--- src/core/gcm_pkg.sv ---
// Constants, register map and carrier types of the glitchless clock mux.
// Assumes a single 250 MHz system clock; both input clocks arrive as pins.
package gcm_pkg;

   // ----------------------------------------------------------------
   // Register map
   // ----------------------------------------------------------------
   localparam int GCM_ADR_W = 8;
   localparam int GCM_DAT_W = 32;
   localparam logic [7:0] GCM_CTRL_OFS = 8'h00;
   localparam logic [7:0] GCM_CFG_OFS = 8'h04;
   localparam logic [7:0] GCM_STATUS_OFS = 8'h08;

   // CTRL fields
   localparam int GCM_CTRL_W = 7;
   localparam int GCM_CTRL_ENABLE_A = 0;
   localparam int GCM_CTRL_SELECT_A = 1;
   localparam int GCM_CTRL_ENABLE_B = 2;
   localparam int GCM_CTRL_SELECT_B = 3;
   localparam int GCM_CTRL_BYPASS_A = 4;
   localparam int GCM_CTRL_BYPASS_B = 5;
   localparam int GCM_CTRL_CASCADE_B = 6;
   localparam logic [6:0] GCM_CTRL_RST = 7'h00;

   // CONFIG fields
   localparam int GCM_CFG_W = 3;
   localparam int GCM_CFG_INIT_OUT = 0;
   localparam int GCM_CFG_PRESELECT_A = 1;
   localparam int GCM_CFG_PRESELECT_B = 2;
   localparam logic [2:0] GCM_CFG_RST = 3'h0;

   // STATUS fields
   localparam int GCM_STATUS_W = 6;
   localparam int GCM_STATUS_GATE_A = 0;
   localparam int GCM_STATUS_GATE_B = 1;
   localparam int GCM_STATUS_CLK_OUT = 2;
   localparam int GCM_STATUS_WANT_A = 3;
   localparam int GCM_STATUS_WANT_B = 4;
   localparam int GCM_STATUS_SWITCHING = 5;

   // ----------------------------------------------------------------
   // Types
   // ----------------------------------------------------------------
   typedef enum logic [1:0] {GCM_SRC_NONE, GCM_SRC_A, GCM_SRC_B} gcm_src_t;

   // Member order mirrors the CTRL bit positions, MSB first
   typedef struct packed {
      logic cascadeB;
      logic bypassB;
      logic bypassA;
      logic selectB;
      logic enableB;
      logic selectA;
      logic enableA;
   } gcm_ctrl_t;

   typedef struct packed {
      logic preselectB;
      logic preselectA;
      logic initOut;
   } gcm_cfg_t;

   typedef struct packed {
      logic cyc;
      logic stb;
      logic we;
      logic [3:0] sel;
      logic [GCM_ADR_W-1:0] adr;
      logic [GCM_DAT_W-1:0] dat;
   } gcm_wb_req_t;

   typedef struct packed {
      logic ack;
      logic [GCM_DAT_W-1:0] dat;
   } gcm_wb_rsp_t;

   typedef struct packed {
      logic [1:0] stage1;
      logic [1:0] stage2;
   } gcm_sync_t;

   typedef struct packed {
      gcm_ctrl_t ctrl;
      gcm_cfg_t cfg;
      logic cfgLoad;
      logic ack;
      logic [GCM_DAT_W-1:0] dat;
   } gcm_wb_state_t;

   typedef struct packed {
      logic lastA;
      logic lastB;
      logic [1:0] syncA;
      logic [1:0] syncB;
      logic gateA;
      logic gateB;
      gcm_src_t want;
      logic clkOut;
   } gcm_core_t;

   localparam gcm_sync_t GCM_SYNC_RST = '0;
   localparam gcm_core_t GCM_CORE_RST = '0;

endpackage : gcm_pkg

--- src/core/gcm_glitchless_clock_mux.sv ---
// Glitchless two-input clock multiplexer, oversampled on the system clock.
// Assumes clk is much faster than both input clocks; registers over Wishbone.
//
// The Wishbone interface to the registers and the address map were decided locally.
`timescale 1ns/1ps
module gcm_glitchless_clock_mux
   import gcm_pkg::*;
(
   input wire logic clk,
   input wire logic rst,
   input wire logic ce,
   input wire logic clk_in_a,
   input wire logic clk_in_b,
   input wire logic cascadeIn,
   output logic clkOut,
   output logic cascadeOut,
   input wire logic cyc_i,
   input wire logic stb_i,
   input wire logic we_i,
   input wire logic [3:0] sel_i,
   input wire logic [GCM_ADR_W-1:0] adr_i,
   input wire logic [GCM_DAT_W-1:0] dat_i,
   output logic [GCM_DAT_W-1:0] dat_o,
   output logic ack_o
);

   // ----------------------------------------------------------------
   // Helpers
   // ----------------------------------------------------------------
   // Qualifying edge: the transition that lands on the parked level
   function automatic logic qual_edge(input logic prev, input logic cur, input logic park);
      qual_edge = (prev != cur) && (cur == park);
   endfunction : qual_edge

   gcm_core_t st_reg;
   gcm_core_t st_next;
   gcm_wb_req_t wbReq;
   gcm_wb_rsp_t wbRsp;
   gcm_ctrl_t ctrl;
   gcm_cfg_t cfg;
   logic cfgLoad;
   logic [1:0] pinSync;
   logic [GCM_STATUS_W-1:0] status;
   logic levA;
   logic levB;
   logic pairA;
   logic pairB;
   logic enOnly;
   logic edgeA;
   logic edgeB;
   logic releaseA;
   logic releaseB;
   logic engageA;
   logic engageB;
   gcm_src_t wantNow;

   // ----------------------------------------------------------------
   // Pins and registers
   // ----------------------------------------------------------------
   gcm_pin_sync u_sync (
      .clk(clk),
      .rst(rst),
      .ce(ce),
      .pinIn({clk_in_b, clk_in_a}),
      .pinSync(pinSync)
   );

   assign wbReq = '{cyc: cyc_i, stb: stb_i, we: we_i, sel: sel_i, adr: adr_i, dat: dat_i};

   gcm_wb_regs u_regs (
      .clk(clk),
      .rst(rst),
      .ce(ce),
      .req(wbReq),
      .rsp(wbRsp),
      .status(status),
      .ctrl(ctrl),
      .cfg(cfg),
      .cfgLoad(cfgLoad)
   );

   assign dat_o = wbRsp.dat;
   assign ack_o = wbRsp.ack;

   // ----------------------------------------------------------------
   // Selection and hand-off
   // ----------------------------------------------------------------
   always_comb
   begin
      st_next = st_reg;
      levA = pinSync[0];
      // Neighbour output shares clk, so no synchroniser on it
      levB = ctrl.cascadeB ? cascadeIn : pinSync[1];
      pairA = ctrl.enableA && ctrl.selectA;
      pairB = ctrl.enableB && ctrl.selectB;
      enOnly = ctrl.selectA && ctrl.selectB;

      if (pairA && !pairB)
      begin
         wantNow = GCM_SRC_A;
      end
      else if (pairB && !pairA)
      begin
         wantNow = GCM_SRC_B;
      end
      else if (pairA && pairB)
      begin
         // Unusual state; the prior choice simply carries on
         wantNow = st_reg.want;
      end
      else
      begin
         wantNow = GCM_SRC_NONE;
      end

      edgeA = qual_edge(st_reg.lastA, levA, cfg.initOut);
      edgeB = qual_edge(st_reg.lastB, levB, cfg.initOut);

      // Release: bypass or enable-only skip the old clock's edge
      releaseA = st_reg.gateA && (wantNow != GCM_SRC_A) &&
                 (ctrl.bypassA || enOnly || (edgeA && !st_reg.syncA[1]));
      releaseB = st_reg.gateB && (wantNow != GCM_SRC_B) &&
                 (ctrl.bypassB || enOnly || (edgeB && !st_reg.syncB[1]));
      // Engage only once both gates are shut, on the new clock's edge
      engageA = !st_reg.gateA && !st_reg.gateB && edgeA && st_reg.syncA[1] &&
                (wantNow == GCM_SRC_A);
      engageB = !st_reg.gateA && !st_reg.gateB && edgeB && st_reg.syncB[1] &&
                (wantNow == GCM_SRC_B);

      st_next.lastA = levA;
      st_next.lastB = levB;
      st_next.want = wantNow;
      if (edgeA)
      begin
         st_next.syncA = {st_reg.syncA[0], wantNow == GCM_SRC_A};
      end
      if (edgeB)
      begin
         st_next.syncB = {st_reg.syncB[0], wantNow == GCM_SRC_B};
      end

      if (releaseA)
      begin
         st_next.gateA = 1'h0;
      end
      else if (engageA)
      begin
         st_next.gateA = 1'h1;
      end
      if (releaseB)
      begin
         st_next.gateB = 1'h0;
      end
      else if (engageB)
      begin
         st_next.gateB = 1'h1;
      end

      if (st_reg.gateA)
      begin
         st_next.clkOut = levA;
      end
      else if (st_reg.gateB)
      begin
         st_next.clkOut = levB;
      end
      else
      begin
         st_next.clkOut = cfg.initOut;
      end

      // A CONFIG write acts as configuration; A wins a double preselect
      if (cfgLoad)
      begin
         st_next.gateA = cfg.preselectA;
         st_next.gateB = cfg.preselectB && !cfg.preselectA;
         st_next.syncA = {2{cfg.preselectA}};
         st_next.syncB = {2{cfg.preselectB && !cfg.preselectA}};
         st_next.want = cfg.preselectA ? GCM_SRC_A : (cfg.preselectB ? GCM_SRC_B : GCM_SRC_NONE);
         st_next.clkOut = cfg.initOut;
      end
   end

   always_ff @(posedge clk)
   begin
      if (rst)
      begin
         st_reg <= GCM_CORE_RST;
      end
      else if (ce)
      begin
         st_reg <= st_next;
      end
   end

   // ----------------------------------------------------------------
   // Outputs and status
   // ----------------------------------------------------------------
   assign clkOut = st_reg.clkOut;
   assign cascadeOut = st_reg.clkOut;

   always_comb
   begin
      status = '0;
      status[GCM_STATUS_GATE_A] = st_reg.gateA;
      status[GCM_STATUS_GATE_B] = st_reg.gateB;
      status[GCM_STATUS_CLK_OUT] = st_reg.clkOut;
      status[GCM_STATUS_WANT_A] = st_reg.want == GCM_SRC_A;
      status[GCM_STATUS_WANT_B] = st_reg.want == GCM_SRC_B;
      status[GCM_STATUS_SWITCHING] = ((st_reg.want == GCM_SRC_A) != st_reg.gateA) ||
                                     ((st_reg.want == GCM_SRC_B) != st_reg.gateB);
   end
endmodule : gcm_glitchless_clock_mux

--- src/core/gcm_pin_sync.sv ---
// Two-flop synchroniser for the two input clock pins.
// Assumes the pins are asynchronous to clk; stage1 feeds stage2 only.
`timescale 1ns/1ps
module gcm_pin_sync
   import gcm_pkg::*;
(
   input wire logic clk,
   input wire logic rst,
   input wire logic ce,
   input wire logic [1:0] pinIn,
   output logic [1:0] pinSync
);

   gcm_sync_t st_reg;
   gcm_sync_t st_next;

   always_comb
   begin
      st_next = st_reg;
      st_next.stage1 = pinIn;
      st_next.stage2 = st_reg.stage1;
   end

   always_ff @(posedge clk)
   begin
      if (rst)
      begin
         st_reg <= GCM_SYNC_RST;
      end
      else if (ce)
      begin
         st_reg <= st_next;
      end
   end

   assign pinSync = st_reg.stage2;

endmodule : gcm_pin_sync

--- src/core/gcm_wb_regs.sv ---
// Classic Wishbone slave holding CTRL and CONFIG; STATUS is read back from the core.
// Assumes a single-cycle classic master; answers every address.
`timescale 1ns/1ps
module gcm_wb_regs
   import gcm_pkg::*;
(
   input wire logic clk,
   input wire logic rst,
   input wire logic ce,
   input gcm_wb_req_t req,
   output gcm_wb_rsp_t rsp,
   input wire logic [GCM_STATUS_W-1:0] status,
   output gcm_ctrl_t ctrl,
   output gcm_cfg_t cfg,
   output logic cfgLoad
);

   gcm_wb_state_t st_reg;
   gcm_wb_state_t st_next;
   logic hit;

   // ----------------------------------------------------------------
   // Access decode
   // ----------------------------------------------------------------
   always_comb
   begin
      st_next = st_reg;
      st_next.ack = 1'h0;
      st_next.cfgLoad = 1'h0;
      // Ack high blocks a second hit on the held request
      hit = req.cyc && req.stb && !st_reg.ack;
      if (hit)
      begin
         st_next.ack = 1'h1;
         case (req.adr)
            GCM_CTRL_OFS: st_next.dat = {25'h0, st_reg.ctrl};
            GCM_CFG_OFS: st_next.dat = {29'h0, st_reg.cfg};
            GCM_STATUS_OFS: st_next.dat = {26'h0, status};
            default: st_next.dat = 32'h00000000;
         endcase
         if (req.we && req.sel[0])
         begin
            case (req.adr)
               GCM_CTRL_OFS: st_next.ctrl = gcm_ctrl_t'(req.dat[GCM_CTRL_W-1:0]);
               GCM_CFG_OFS:
               begin
                  st_next.cfg = gcm_cfg_t'(req.dat[GCM_CFG_W-1:0]);
                  st_next.cfgLoad = 1'h1;
               end
               default: st_next.cfgLoad = 1'h0;
            endcase
         end
      end
   end

   always_ff @(posedge clk)
   begin
      if (rst)
      begin
         st_reg <= '{ctrl: gcm_ctrl_t'(GCM_CTRL_RST), cfg: gcm_cfg_t'(GCM_CFG_RST),
                     cfgLoad: 1'h0, ack: 1'h0, dat: 32'h00000000};
      end
      else if (ce)
      begin
         st_reg <= st_next;
      end
   end

   assign rsp = '{ack: st_reg.ack, dat: st_reg.dat};
   assign ctrl = st_reg.ctrl;
   assign cfg = st_reg.cfg;
   assign cfgLoad = st_reg.cfgLoad;
endmodule : gcm_wb_regs

--- config.mk ---
export PLATFORM = sky130hd
export DESIGN_NAME = gcm_glitchless_clock_mux
export DESIGN_NICKNAME = d
export VERILOG_FILES = /design/src/core/gcm_pkg.sv /design/src/core/gcm_glitchless_clock_mux.sv /design/src/core/gcm_pin_sync.sv /design/src/core/gcm_wb_regs.sv
export SDC_FILE = /design/constraint.sdc
export NUM_CORES = 1
export LEC_CHECK = 0
export BUFFER_PORTS_ARGS = -buffer_cell sky130_fd_sc_hd__buf_4
export CORE_ASPECT_RATIO = 1.5
export CORE_MARGIN = 2
export CORE_UTILIZATION = 50
export DETAILED_ROUTE_END_ITERATION = 16
export GPL_TIMING_DRIVEN = 0
export PLACE_DENSITY_LB_ADDON = 0.05
export SLEW_MARGIN = 0
export SYNTH_ARGS = -nofsm -noshare
export SYNTH_HDL_FRONTEND = slang
export SYNTH_SLANG_ARGS = --single-unit
export TNS_END_PERCENT = 50
--- constraint.sdc ---
create_clock -name clk -period 2.4 [get_ports clk]
set_input_delay 0.12 -clock clk [delete_from_list [all_inputs] [get_ports clk]]
set_output_delay 0.12 -clock clk [all_outputs]
set_load 0.01 [all_outputs]
==> metrics.md <==
| Metric | Value |
|---|---|
| Max incr delay on CP | 0.46 ns |
| Worst EP required | 2.62 ns |
| I/O Buffers | 31 |
| Largest family of logic cells by synthesized area | simple AND/OR/NAND/NOR gates |
| Routed wl met2 | 2250 um |
| DPL Wire Length | 3330 um |
| Final ANT Viol Nets | 0 |
| Yosys reg bits | 34 |
| Worst Max-Slew Pin Slew | 0.529 ns |
| Clock buffer depth | 2 |
| Startpoint Class | flip-flop |
| Flop2flop setup slack | 0.66 ns |
| Final core utilization | 64.9% |
| Final setup fails | 0 |
| Simple-gate portion of the synthesized area | 20.8% |
| Post-synthesis mux area share | 12.5% |
| Pwr Total | 1.22 mW |
| Leakage power | 1.10 nW |
| RR Endpoint | u_regs.rsp[5] |
| CTS tree | done |
| Detailed Routing Iterations Pass 1 | 4 |
| Delay-heaviest family, CP | simple AND/OR/NAND/NOR gates |
| XOR/XNOR Fraction of Synth Area | 0.471% |
| Worst R2R Path Depth | 5 |
| Sequential element share of the synthesized area | 36.6% |
| Critical path fanouts, max | 10 |
| Commonest non-fill, non-tap cell in the layout | buf_4 |
| Crit-path slowest cell | nor3_1 |
| Worst path depth | 5 |
| CP cell instances | nand4b_1, clkbuf_1, nor3_1, o21ai_0, a21oi_1 |
| PwrDens | 520 nW/um^2 |
| Post-CTS Hold Buffers | 0 |
| Yosys warns | 0 |
| Antenna violations before repair | 0 |
| Chip Height | 78.7 um |
| Compound-Gate Fraction of Synth Area | 14.4% |
| Most frequent cells in the layout | buf_4, nor2_1, dfxtp_1 |
| Routed wl met3 | 271 um |
| I/O pins | 88 |
| CTS Sinks | 34 |
| Fin nets | 334 |
| Worst-path clk slew | 0.07 ns |
| First-pass GRT wire length | 6760 um |
| Synth cell types | 41 |
| Worst path bufs/invs | 1 |
| Crit path from | u_regs.rsp[32] |
| Final Hold Vio Count | 0 |
| Max cap viols | 0 |
| Max transition margin | 64.7% |
| FF-to-FF Start | u_regs.rsp[32] |
| # fillers | 348 |
| Die Wd | 53.8 um |
| Via density | 5.02 |
| Final wirelength | 4310 um |
| IR Drop Worst-Case VDD | 0.000601 V |
| Asr flop ratio synth | 0% |
| Max-slew violation count | 0 |
| Num CTS Buffers | 5 |
| Outcome | finished clean |
| Uppermost layer routed | met4 |
| Die ar. | 4230 um^2 |
| FMAX | 576 MHz |
| Initial Util | 51.4% |
| Largest net degree at the start of global routing | 11 |
| Clock Tree Root | clkbuf_8 |
| Via count | 1633 |
| RD Place Congestion | 0.910 |
| DRC viols | 0 |
| Clock Latency Late Sink | 0.29 ns |
| Max reg flops | 10 |
| Clock skew | 0.00480 ns |
| Vias in the first global route | 1456 |
| Syn avg cell area | 8.48 um^2 |
| Adder-cell share of the synthesized area | 0% |
| Total GRT Usage | 22.3% |
| Wl on met1 | 1680 um |
| Layout area overhead | 26.2% |
| Diode count | 0 |
| Top FF cell, synth | dfxtp_1 |
| Overflow after GRT | 0 |
| Setup CP Type | reg -> reg |
| 1st-iter DRT viols | 38 |
| H-Tree Depth | 2 |
| Final period utilization | 72.3% |
| Tmin final | 1.74 ns |
| Core area | 3610 um^2 |
| WL/cell | 13.3 um |
| Row cnt | 27 |
| Hold Path Class | in -> reg |
| Setup TNS | 0 ns |
| Syn Inst Count | 219 |
| RSZ-0062 raised after global routing | false |
| Layout cell share with drive strength beyond 1 | 27.3% |
| Setup bufs post-CTS | 0 |
| Post-Syn Area | 1860 um^2 |
| Post-synth EDFFs | 0 |
| CTS resizes | 0 |
| Critical path endpoint | u_regs.rsp[5] |
| Critical Path AT | 1.96 ns |
| Crit. End Element | flip-flop |
-- per-layer routing --
metal | GRT usage [%] | vias to the layer above
met1 | 25.5 | 741
met3 | 4.56 | 9
met5 | 0 | -
met4 | 11.0 | 0
li1 | - | 828
met2 | 37.6 | 55
-- per-stage QoR --
step | cells | hold WS [ns] | cell area (um^2) | worst slack, ns
final | 325 | 0.0629 | 2340 | 0.665
after global routing | 325 | 0.0804 | 2340 | 0.503
after CTS | 325 | 0.0638 | 2340 | 0.665
after detailed placement | 317 | 0.363 | 2230 | 0.644
after global placement | 317 | 0.349 | 2230 | 0.658
after floorplan | 243 | 0.264 | 1950 | 0.903
-- cells by family after synthesis --
| kind of cell | after synthesis |
|---|---|
| buf+inv | 43 |
| simple gates | 78 |
| flops | 34 |
| mux | 23 |
| other cells | 1 |
| compound gates | 39 |
| xor+xnor | 1 |
-- cell usage after synthesis, types with 4 or more instances --
| cell | n | share of area, % |
|---|---|---|
| nand3b_1 | 4 | 1.6 |
| nor3_1 | 4 | 1.1 |
| a21oi_1 | 7 | 1.9 |
| inv_1 | 4 | 0.81 |
| buf_4 | 28 | 11 |
| a22oi_1 | 5 | 2.0 |
| dfxtp_1 | 34 | 37 |
| o21ai_0 | 8 | 2.2 |
| nand2_1 | 14 | 2.8 |
| clkbuf_1 | 6 | 1.2 |
| nor2_1 | 37 | 7.5 |
| mux2i_1 | 21 | 11 |
| a311oi_1 | 4 | 1.9 |
| nor2b_1 | 5 | 1.7 |
| nand2b_1 | 5 | 1.7 |
-- worst register-to-register path: stages (launching register included) --
cell,delay [ns]
dfxtp_1,0.33
nand4b_1,0.25
clkbuf_1,0.26
nor3_1,0.46
o21ai_0,0.20
a21oi_1,0.17
-- area by class of cell --
| class | instances | area (um^2) | share of cell area (%) |
|---|---|---|---|
| Multi-Input combinational cell | 166 | 990 | 42.2 |
| Clock buffer | 8 | 110 | 4.70 |
| Buffer | 39 | 263 | 11.2 |
| Sequential cell | 34 | 681 | 29.0 |
| Tap cell | 43 | 53.8 | 2.29 |
| Timing Repair Buffer | 31 | 233 | 9.93 |
| Inverter | 4 | 15.0 | 0.640 |
-- report_power, final --
| group | leakage (nW) | switching, mW | internal [mW] |
|---|---|---|---|
| Clock | 0.0575 | 0.202 | 0.289 |
| Combinational | 0.771 | 0.0714 | 0.0762 |
| Sequential | 0.275 | 0.00759 | 0.573 |
| Total | 1.10 | 0.281 | 0.939 |
-- worst min path at each step --
stage | depth (start not counted) | endpoint | start
floorplan | 2 | u_regs.cfg[0] | dat_i[0]
global placement | 3 | u_regs.ctrl[3] | dat_i[3]
detailed placement | 3 | u_regs.ctrl[4] | dat_i[4]
CTS | 3 | u_regs.ctrl[4] | dat_i[4]
global route | 3 | u_regs.ctrl[1] | dat_i[1]
finish | 3 | u_regs.ctrl[4] | dat_i[4]
(Power assumes the default switching activity.)
